===== src/pkg/bpm_pkg.sv =====
// package: timing constants and state types for the beacon pulse mux
package bpm_pkg;
    localparam int CLK_MHZ = 100;
    localparam int ZERO_DIST_US = 50;
    localparam int ZERO_DIST_CYC = ZERO_DIST_US * CLK_MHZ;
    localparam int ID_RATE_HZ = 1350;
    localparam int ID_PERIOD_CYC = (CLK_MHZ * 1000000) / ID_RATE_HZ;
    localparam int PAIR_US = 12;
    localparam int PAIR_CYC = PAIR_US * CLK_MHZ;
    localparam int PAIR_TOL_CYC = 1 * CLK_MHZ / 2;
    localparam int DEC_BLANK_US = 40;
    localparam int DEC_BLANK_CYC = DEC_BLANK_US * CLK_MHZ;
    localparam int MIN_OUT_US = 65;
    localparam int MIN_OUT_CYC = MIN_OUT_US * CLK_MHZ;
    localparam int TX_KEY_US = 10;
    localparam int TX_KEY_CYC = TX_KEY_US * CLK_MHZ;
    localparam int RATE_TARGET = 2700;
    localparam int RATE_TOL = 90;
    localparam int RATE_WIN_CYC = CLK_MHZ * 1000000;
    localparam int FINE_COUNT = 6;
    localparam int FINE_SPACE_CYC = 24 * CLK_MHZ;
    localparam int COARSE_COUNT = 12;
    localparam int COARSE_SPACE_CYC = 30 * CLK_MHZ;
    localparam int SQ_PERIOD_CYC = CLK_MHZ * 1000000 / RATE_TARGET;
    localparam int GAIN_W = 8;
    localparam logic [GAIN_W-1:0] GAIN_RST = 8'h80;
    localparam logic [GAIN_W-1:0] GAIN_STEP = 8'h01;
    localparam logic [GAIN_W-1:0] GAIN_MAX = 8'hff;
    localparam logic [GAIN_W-1:0] GAIN_MIN = 8'h00;
    localparam int TS_W = 24;
    localparam int FIFO_DEPTH = 16;
    typedef enum logic [1:0] {BPM_SRC_NONE, BPM_SRC_REF, BPM_SRC_ID, BPM_SRC_DIST} bpm_src_t;
    typedef enum logic [1:0] {BPM_BURST_IDLE, BPM_BURST_FINE, BPM_BURST_COARSE} bpm_burst_t;
endpackage


===== src/pkg/bpm_stream_if.sv =====
// interface: valid/ready timestamp stream between decoder side and reply fifo
`timescale 1ns/1ns
`default_nettype none
interface bpm_stream_if #(parameter int W = 24);
    logic valid;
    logic ready;
    logic [W-1:0] data;
    modport src (output valid, output data, input ready);
    modport snk (input valid, input data, output ready);
endinterface
`default_nettype wire


===== src/verilog/bpm_top.sv =====
// beacon timing: pair decoder, blanking, reply delay, priority merge, rate loop
// Functional notes
// - distance reply leaves exactly 50 us after its decoded interrogation
// - while keyed, identification pulses run at 1350 per second
// - identification gated by external call-sign keying input
// - reference bursts top priority, interrupting any other source
// - identification second, yields only to reference bursts
// - replies third, dropped during bursts or keying
// - squitter fills lowest priority to keep rate constant
// - one decode pulse per pair spaced 12 us, others ignored
// - receiver blanked 40 us after each decode
// - decoded output pulses at least 65 us apart
// - receiver disabled during each 10 us transmit keying
// - loop holds decode rate at 2700 +/- 90 per second
// - decoded pulse counter drives gain feedback value
// - fine trigger gives six pulses 24 us apart
// - coarse trigger gives twelve pulses 30 us apart
// - merged pulse sent as pair 12 us apart; one arriving mid-pair is lost unless a reference pulse, which restarts the pair
`timescale 1ns/1ns
`default_nettype none
module bpm_top
    import bpm_pkg::*;
#(
    parameter int ZERO_DIST = ZERO_DIST_CYC,
    parameter int RATE_WIN = RATE_WIN_CYC,
    parameter int SQ_PERIOD = SQ_PERIOD_CYC,
    parameter int ID_PERIOD = ID_PERIOD_CYC
) (
    input wire logic clk_i,
    input wire logic rst_n_i,
    input wire logic video_i,
    input wire logic fine_trig_i,
    input wire logic coarse_trig_i,
    input wire logic id_key_i,
    output logic tx_pulse_o,
    output logic tx_key_o,
    output logic rx_blank_o,
    output logic decode_o,
    output logic [GAIN_W-1:0] gain_o,
    output logic reply_drop_o
);
    bpm_stream_if #(.W(TS_W)) q_in ();
    bpm_stream_if #(.W(TS_W)) q_out ();
    logic [TS_W-1:0] now_r;
    logic vid_d_r;
    logic vid_rise;
    logic [15:0] pair_cnt_r;
    logic pair_arm_r;
    logic [15:0] dblank_r;
    logic [15:0] gap_r;
    logic [15:0] txk_r;
    logic dec_hit;
    logic ref_pulse;
    logic ref_busy;
    logic [15:0] id_cnt_r;
    logic id_pulse;
    logic dist_due;
    logic [31:0] sq_cnt_r;
    logic sq_pulse;
    logic merge_pulse;
    logic [15:0] enc_r;
    logic enc_busy_r;
    logic [31:0] win_r;
    logic [15:0] dec_cnt_r;

    bpm_burst_gen u_burst (
        .clk_i(clk_i),
        .rst_n_i(rst_n_i),
        .fine_trig_i(fine_trig_i),
        .coarse_trig_i(coarse_trig_i),
        .pulse_o(ref_pulse),
        .busy_o(ref_busy)
    );

    bpm_fifo #(.W(TS_W), .DEPTH(FIFO_DEPTH)) u_fifo (
        .clk_i(clk_i),
        .rst_n_i(rst_n_i),
        .in_s(q_in),
        .out_s(q_out)
    );

    // free-running timestamp
    always_ff @(posedge clk_i or negedge rst_n_i) begin
        if (!rst_n_i) begin
            now_r <= '0;
        end else begin
            now_r <= now_r + 1'b1;
        end
    end

    assign rx_blank_o = (dblank_r != 16'd0) || (txk_r != 16'd0) || (gap_r != 16'd0);
    assign vid_rise = video_i && !vid_d_r && !rx_blank_o;

    always_ff @(posedge clk_i or negedge rst_n_i) begin
        if (!rst_n_i) begin
            vid_d_r <= 1'b0;
        end else begin
            vid_d_r <= video_i;
        end
    end

    // pair decoder: second pulse must land 12 us after first
    assign dec_hit = vid_rise && pair_arm_r && (pair_cnt_r >= 16'(PAIR_CYC - PAIR_TOL_CYC))
        && (pair_cnt_r <= 16'(PAIR_CYC + PAIR_TOL_CYC));
    always_ff @(posedge clk_i or negedge rst_n_i) begin
        if (!rst_n_i) begin
            pair_arm_r <= 1'b0;
            pair_cnt_r <= '0;
        end else if (dec_hit || rx_blank_o) begin
            pair_arm_r <= 1'b0;
        end else if (vid_rise) begin
            pair_arm_r <= 1'b1;
            pair_cnt_r <= 16'd1;
        end else if (pair_arm_r) begin
            if (pair_cnt_r > 16'(PAIR_CYC + PAIR_TOL_CYC)) begin
                pair_arm_r <= 1'b0;
            end else begin
                pair_cnt_r <= pair_cnt_r + 16'd1;
            end
        end
    end

    always_ff @(posedge clk_i or negedge rst_n_i) begin
        if (!rst_n_i) begin
            decode_o <= 1'b0;
        end else begin
            decode_o <= dec_hit;
        end
    end

    // post-decode blanking and minimum output spacing
    always_ff @(posedge clk_i or negedge rst_n_i) begin
        if (!rst_n_i) begin
            dblank_r <= '0;
        end else if (dec_hit) begin
            dblank_r <= 16'(DEC_BLANK_CYC);
        end else if (dblank_r != 16'd0) begin
            dblank_r <= dblank_r - 16'd1;
        end
    end
    always_ff @(posedge clk_i or negedge rst_n_i) begin
        if (!rst_n_i) begin
            gap_r <= '0;
        end else if (dec_hit) begin
            gap_r <= 16'(MIN_OUT_CYC - PAIR_CYC + PAIR_TOL_CYC);
        end else if (gap_r != 16'd0) begin
            gap_r <= gap_r - 16'd1;
        end
    end

    // reply queue: timestamps of decodes
    assign q_in.valid = dec_hit;
    assign q_in.data = now_r;
    assign dist_due = q_out.valid && ((now_r - q_out.data) == TS_W'(ZERO_DIST));
    assign q_out.ready = dist_due || (q_out.valid && ((now_r - q_out.data) > TS_W'(ZERO_DIST)));

    // identification tone pulses
    always_ff @(posedge clk_i or negedge rst_n_i) begin
        if (!rst_n_i) begin
            id_cnt_r <= '0;
        end else if (!id_key_i || id_cnt_r == 16'(ID_PERIOD - 1)) begin
            id_cnt_r <= '0;
        end else begin
            id_cnt_r <= id_cnt_r + 16'd1;
        end
    end
    assign id_pulse = id_key_i && (id_cnt_r == 16'd0);

    // squitter fill, rate set by the loop
    always_ff @(posedge clk_i or negedge rst_n_i) begin
        if (!rst_n_i) begin
            sq_cnt_r <= '0;
        end else if (sq_cnt_r >= 32'(SQ_PERIOD) - 32'(gain_o)) begin
            sq_cnt_r <= '0;
        end else begin
            sq_cnt_r <= sq_cnt_r + 32'd1;
        end
    end
    assign sq_pulse = (sq_cnt_r == 32'd0) && !id_key_i && !ref_busy && !dist_due;

    // priority merge
    always_comb begin
        merge_pulse = 1'b0;
        if (ref_pulse) begin
            merge_pulse = 1'b1;
        end else if (ref_busy) begin
            merge_pulse = 1'b0;
        end else if (id_key_i) begin
            merge_pulse = id_pulse;
        end else if (dist_due) begin
            merge_pulse = 1'b1;
        end else begin
            merge_pulse = sq_pulse;
        end
    end
    always_ff @(posedge clk_i or negedge rst_n_i) begin
        if (!rst_n_i) begin
            reply_drop_o <= 1'b0;
        end else begin
            reply_drop_o <= dist_due && (ref_busy || id_key_i);
        end
    end

    // pair encoder; a reference pulse restarts it
    always_ff @(posedge clk_i or negedge rst_n_i) begin
        if (!rst_n_i) begin
            enc_r <= '0;
            enc_busy_r <= 1'b0;
            tx_pulse_o <= 1'b0;
        end else begin
            tx_pulse_o <= 1'b0;
            if (merge_pulse && (ref_pulse || !enc_busy_r)) begin
                enc_r <= '0;
                enc_busy_r <= 1'b1;
                tx_pulse_o <= 1'b1;
            end else if (enc_busy_r) begin
                enc_r <= enc_r + 16'd1;
                if (enc_r == 16'(PAIR_CYC - 1)) begin
                    tx_pulse_o <= 1'b1;
                    enc_busy_r <= 1'b0;
                end
            end
        end
    end

    // transmit keying window
    always_ff @(posedge clk_i or negedge rst_n_i) begin
        if (!rst_n_i) begin
            txk_r <= '0;
        end else if (tx_pulse_o) begin
            txk_r <= 16'(TX_KEY_CYC);
        end else if (txk_r != 16'd0) begin
            txk_r <= txk_r - 16'd1;
        end
    end
    assign tx_key_o = (txk_r != 16'd0);

    // rate loop: count decodes per one-second window
    always_ff @(posedge clk_i or negedge rst_n_i) begin
        if (!rst_n_i) begin
            win_r <= '0;
            dec_cnt_r <= '0;
            gain_o <= GAIN_RST;
        end else if (win_r == 32'(RATE_WIN - 1)) begin
            win_r <= '0;
            dec_cnt_r <= '0;
            if (dec_cnt_r < 16'(RATE_TARGET - RATE_TOL) && gain_o != GAIN_MAX) begin
                gain_o <= gain_o + GAIN_STEP;
            end else if (dec_cnt_r > 16'(RATE_TARGET + RATE_TOL) && gain_o != GAIN_MIN) begin
                gain_o <= gain_o - GAIN_STEP;
            end
        end else begin
            win_r <= win_r + 32'd1;
            if (dec_hit) begin
                dec_cnt_r <= dec_cnt_r + 16'd1;
            end
        end
    end
endmodule
`default_nettype wire


===== src/verilog/bpm_fifo.sv =====
// synchronous fifo with valid/ready on both sides
`timescale 1ns/1ns
`default_nettype none
module bpm_fifo #(
    parameter int W = 24,
    parameter int DEPTH = 16
) (
    input wire logic clk_i,
    input wire logic rst_n_i,
    bpm_stream_if.snk in_s,
    bpm_stream_if.src out_s
);
    localparam int AW = $clog2(DEPTH);
    logic [W-1:0] mem [DEPTH];
    logic [AW:0] wp_r;
    logic [AW:0] rp_r;
    logic full;
    logic empty;
    assign empty = (wp_r == rp_r);
    assign full = (wp_r[AW-1:0] == rp_r[AW-1:0]) && (wp_r[AW] != rp_r[AW]);
    assign in_s.ready = !full;
    assign out_s.valid = !empty;
    assign out_s.data = mem[rp_r[AW-1:0]];
    always_ff @(posedge clk_i) begin
        if (in_s.valid && !full) begin
            mem[wp_r[AW-1:0]] <= in_s.data;
        end
    end
    always_ff @(posedge clk_i or negedge rst_n_i) begin
        if (!rst_n_i) begin
            wp_r <= '0;
        end else if (in_s.valid && !full) begin
            wp_r <= wp_r + 1'b1;
        end
    end
    always_ff @(posedge clk_i or negedge rst_n_i) begin
        if (!rst_n_i) begin
            rp_r <= '0;
        end else if (out_s.ready && !empty) begin
            rp_r <= rp_r + 1'b1;
        end
    end
endmodule
`default_nettype wire


===== src/verilog/bpm_burst_gen.sv =====
// reference burst sequencer: coarse and fine bursts, coarse first on coincidence
`timescale 1ns/1ns
`default_nettype none
module bpm_burst_gen
    import bpm_pkg::*;
(
    input wire logic clk_i,
    input wire logic rst_n_i,
    input wire logic fine_trig_i,
    input wire logic coarse_trig_i,
    output logic pulse_o,
    output logic busy_o
);
    bpm_burst_t st_r;
    logic [15:0] cnt_r;
    logic [3:0] left_r;
    logic fine_pend_r;
    logic [15:0] space;
    assign space = (st_r == BPM_BURST_COARSE) ? 16'(COARSE_SPACE_CYC) : 16'(FINE_SPACE_CYC);
    assign busy_o = (st_r != BPM_BURST_IDLE);
    always_ff @(posedge clk_i or negedge rst_n_i) begin
        if (!rst_n_i) begin
            fine_pend_r <= 1'b0;
        end else if (fine_trig_i && (coarse_trig_i || st_r != BPM_BURST_IDLE)) begin
            fine_pend_r <= 1'b1;
        end else if (st_r == BPM_BURST_IDLE) begin
            fine_pend_r <= 1'b0;
        end
    end
    always_ff @(posedge clk_i or negedge rst_n_i) begin
        if (!rst_n_i) begin
            st_r <= BPM_BURST_IDLE;
            cnt_r <= '0;
            left_r <= '0;
            pulse_o <= 1'b0;
        end else begin
            pulse_o <= 1'b0;
            unique case (st_r)
                BPM_BURST_IDLE: begin
                    if (coarse_trig_i) begin
                        st_r <= BPM_BURST_COARSE;
                        left_r <= 4'(COARSE_COUNT - 1);
                        cnt_r <= '0;
                        pulse_o <= 1'b1;
                    end else if (fine_trig_i || fine_pend_r) begin
                        st_r <= BPM_BURST_FINE;
                        left_r <= 4'(FINE_COUNT - 1);
                        cnt_r <= '0;
                        pulse_o <= 1'b1;
                    end
                end
                default: begin
                    if (cnt_r == space - 16'd1) begin
                        cnt_r <= '0;
                        if (left_r == 4'd0) begin
                            st_r <= BPM_BURST_IDLE;
                        end else begin
                            left_r <= left_r - 4'd1;
                            pulse_o <= 1'b1;
                        end
                    end else begin
                        cnt_r <= cnt_r + 16'd1;
                    end
                end
            endcase
        end
    end
endmodule
`default_nettype wire


===== config.mk =====
export PLATFORM = sky130hd
export DESIGN_NAME = bpm_top
export DESIGN_NICKNAME = d
export VERILOG_FILES = /design/src/pkg/bpm_pkg.sv /design/src/pkg/bpm_stream_if.sv /design/src/verilog/bpm_top.sv /design/src/verilog/bpm_fifo.sv /design/src/verilog/bpm_burst_gen.sv
export SDC_FILE = /design/constraint.sdc
export NUM_CORES = 1
export LEC_CHECK = 0
export BUFFER_PORTS_ARGS = -buffer_cell sky130_fd_sc_hd__buf_2
export CORE_UTILIZATION = 50
export CTS_BUF_LIST = sky130_fd_sc_hd__clkbuf_16
export DETAILED_ROUTE_END_ITERATION = 12
export PLACE_DENSITY = 0.78
export REMOVE_ABC_BUFFERS = 1
export SLEW_MARGIN = 20
export SYNTH_ARGS = -nofsm -noshare
export SYNTH_HDL_FRONTEND = slang
export SYNTH_SLANG_ARGS = --single-unit
export TNS_END_PERCENT = 50

===== constraint.sdc =====
create_clock -name clk_i -period 5 [get_ports clk_i]
set_input_delay 0.5 -clock clk_i [delete_from_list [all_inputs] [get_ports clk_i]]
set_output_delay 0.5 -clock clk_i [all_outputs]
set_load 0.03 [all_outputs]

==> impl_metrics.py <==
metrics = {
    "sta": {
        "rsz0062_at_grt": "false",
        "relSlewSlack": 0.300,
        "clock-skew-final_ps": 16.7,
        "fin_setup_tns_ps": 0,
        "slew_viol_final": 0,
        "period_minus_slack_ps": 4740,
        "finalSetupViolations": 0,
        "worst_pin_slew_ps": 1050,
        "hold-worst-slack_ps": 144,
        "fmax_ghz": 0.211,
        "finalHoldViolCount": 0,
        "finalCritPeriodShare": 0.948,
        "setup_ws_ps": 261,
    },
    "synth": {
        "syn_area_um2": 28500,
        "synth.top_cells.by_count": "edfxtp_1, dfrtp_1, nor2_1, nand2_1, mux2i_1",
        "ys.flop_type": "edfxtp_1",
        "synth_seq_cells": 632,
        "synth_edf_count": 384,
        "yosysTopAreaCell": "edfxtp_1",
        "yosysWarnings": 0,
        "synth_top_area_share": 0.404,
        "ys_seq_area_frac": 0.622,
        "syn_avg_cell_area_um2": 13.3,
        "synthArstFlopShare": 0.392,
        "yosysMostFrequentCell": "edfxtp_1",
        "yosysUniqueCellTypes": 94,
        "synth_area_leaders": "edfxtp_1, dfrtp_1, mux4_2, mux2i_1, xnor2_1",
        "syn-instance-count": 2140,
    },
    "worst_setup_path": {
        "worstPathArrival_ps": 5200,
        "end_kind": "register",
        "rrSetupSlack_ps": 260,
        "worst_setup_path_start_kind": "register",
        "rr_worst_depth": 15,
        "required_ps": 5460,
        "r2r-start": "u_fifo.rp_r[0]",
        "worstReg2RegEnd": "enc_r[1]",
        "cp_max_fo": 18,
        "cp-endpoint": "enc_r[1]",
        "crit_path_start": "u_fifo.rp_r[0]",
        "critical_path_class": "reg2reg",
    },
    "flow_run": {
        "max_cap_viol_count": 0,
    },
    "die": {
        "die_height_um": 241,
        "core_region_area_um2": 56400,
        "dieArea_um2": 58000,
        "die_w_um": 241,
        "start_util": 0.506,
        "rows": 87,
        "pin_count": 19,
    },
    "global_routing": {
        "grt_overflow": 0,
        "grt_pass1_wl_um": 97200,
        "grt_pass1_vias": 18000,
        "antenna_found_initial": 0,
        "grt_max_degree": 126,
        "grt_use_total": 0.217,
    },
    "pwr": {
        "power_density_nw_per_um2": 334,
        "leakage_uw": 0.0127,
        "ir_worst_vdd_v": 0.000303,
        "total_power_uw": 10700,
    },
    "drt": {
        "wl_per_cell_um": 20.5,
        "wirelength_um": 62100,
        "viasPerCell": 5.97,
        "drc": 0,
        "first_pass_iters": 6,
        "drt_iter0_markers": 1645,
        "final_antenna_net_count": 0,
        "vias": 18100,
    },
    "status": {
        "status": "finished, final reports clean",
    },
    "worst_hold_path": {
        "holdCritPathClass": "in2reg",
    },
    "clock_tree": {
        "clk-insertion-delay-late_ps": 620,
        "cts_sinks": 632,
        "htreeDepth": 2,
        "clockRootBuffer": "clkbuf_16",
        "cts_tree": "yes",
        "path_clk_slew_ps": 70,
        "clock_path_buffers": 3,
        "cts_buffers": 61,
    },
    "final_layout": {
        "diodes": 0,
        "seq_area_um2": 17700,
        "nNetsFinal": 2293,
        "areaGrowthSynthToFinish_pct": 11.9,
        "num-fill-cells": 4444,
        "multi_input_area_um2": 10400,
        "layout-drive-gt1-share": 0.117,
    },
    "placed_design": {
        "post-dp-hpwl_um": 37200,
        "gp_congestion": 0.954,
        "pre_cts_slack_ps": 366,
        "port_buffers": 18,
    },
}
[worst max-delay path, cell delays in order, from the launching register on]
cell and delay, ps:
dfrtp_4 470, buf_4 300, mux4_2 560, a221oi_1 540, ha_1 290, nand4_1 200, buf_4 210, o41ai_1 570
nor3_1 150, xnor2_1 180, nor4_1 320, buf_4 180, nand4b_4 140, nor3_4 230, buf_12 170, nor4_1 70
[kinds of logic (layout without fill, tap and decap cells)]
family          after synthesis  count (layout)  share of synthesized area
compound gates              307             307                     0.0763
xor+xnor                    187             187                     0.0574
fa+ha+maj                    65              65                     0.0288
buf+inv                     119             238                     0.0169
flops                       632             632                      0.622
mux                         153             153                     0.0752
other cells                   1              16                   0.000131
simple gates                676             676                      0.124
[area by class of cell]
class                           instances  share of cell area
Multi-Input combinational cell       1404               0.326
Clock buffer                           63              0.0494
Timing Repair Buffer                   82              0.0223
Tap cell                              756              0.0296
Inverter                               41             0.00482
Clock inverter                         52              0.0123
Sequential cell                       632               0.556
[sequential cells by signal (all words and copies together) (netlist names), 8 cells and up]
name / cells
u_fifo.mem: 384
sq_cnt_r: 32
win_r: 32
now_r: 24
dblank_r: 16
dec_cnt_r: 16
enc_r: 16
gap_r: 16
id_cnt_r: 16
pair_cnt_r: 16
txk_r: 16
u_burst.cnt_r: 16
gain_o: 8
[report_power, final]
part	switching [µW]	internal, µW	total, µW
logic	194	161	355
registers	171	5640	5810
clock network	1920	2580	4490
[how the worst min path moves through the flow]
stage	startpoint	endpoint	slack, ps	cells after the start
after detailed placement	dblank_r[15]	dblank_r[15]	470	1
after global routing	fine_trig_i	u_burst.fine_pend_r	120	2
final	fine_trig_i	u_burst.fine_pend_r	140	2
after floorplan	rst_n_i	dblank_r[0]	200	0
after CTS	fine_trig_i	u_burst.fine_pend_r	110	2
after global placement	dblank_r[15]	dblank_r[15]	460	1
[timing repair]
action                                  in CTS  in global routing
resized for setup                            0                  1
setup buffers                                0                  0
endpoints found under the setup margin       0                  4
endpoints found under the hold margin        5                  0
hold buffers                                 2                  0
[through the flow]
| stage | utilization | cell area (µm²) | cells |
|---|---|---|---|
| after global placement | 0.530 | 29900 | 2913 |
| after floorplan | - | 28300 | 2077 |
| final | 0.566 | 31900 | 3030 |
| after global routing | 0.566 | 31900 | 3030 |
| after detailed placement | 0.530 | 29900 | 2913 |
| after CTS | 0.566 | 31900 | 3030 |
[per-layer routing]
layer / vias up / GRT usage / part of all wire
met5: - / 0 / 0
met3: 132 / 0.0416 / 0.075
met2: 688 / 0.357 / 0.48
li1: 8221 / - / -
met4: 0 / 0.0656 / 0.029
met1: 9051 / 0.292 / 0.42
[layout by cell type (no fill, tap or decap), types with 8 or more instances in the layout]
master / count
nand4_1: 29
nor4b_1: 8
o21a_1: 29
nand2_1: 123
or3_1: 17
buf_4: 52
and3_1: 43
and2_1: 18
edfxtp_1: 384
ha_1: 64
mux4_2: 48
xnor2_1: 95
a211oi_1: 10
inv_1: 58
clkbuf_16: 63
buf_2: 17
nor3_1: 41
mux2i_1: 98
conb_1: 16
a31oi_1: 8
xor2_1: 92
clkinv_1: 17
buf_12: 10
a221oi_1: 69
nor2b_1: 12
dfrtp_1: 245
o21ai_0: 75
a21oi_1: 46
a21o_1: 15
nor4_1: 45
nand3_1: 89
nand2b_1: 21
nor2_1: 174
No activity file was read; power rests on OpenSTA's default activity.
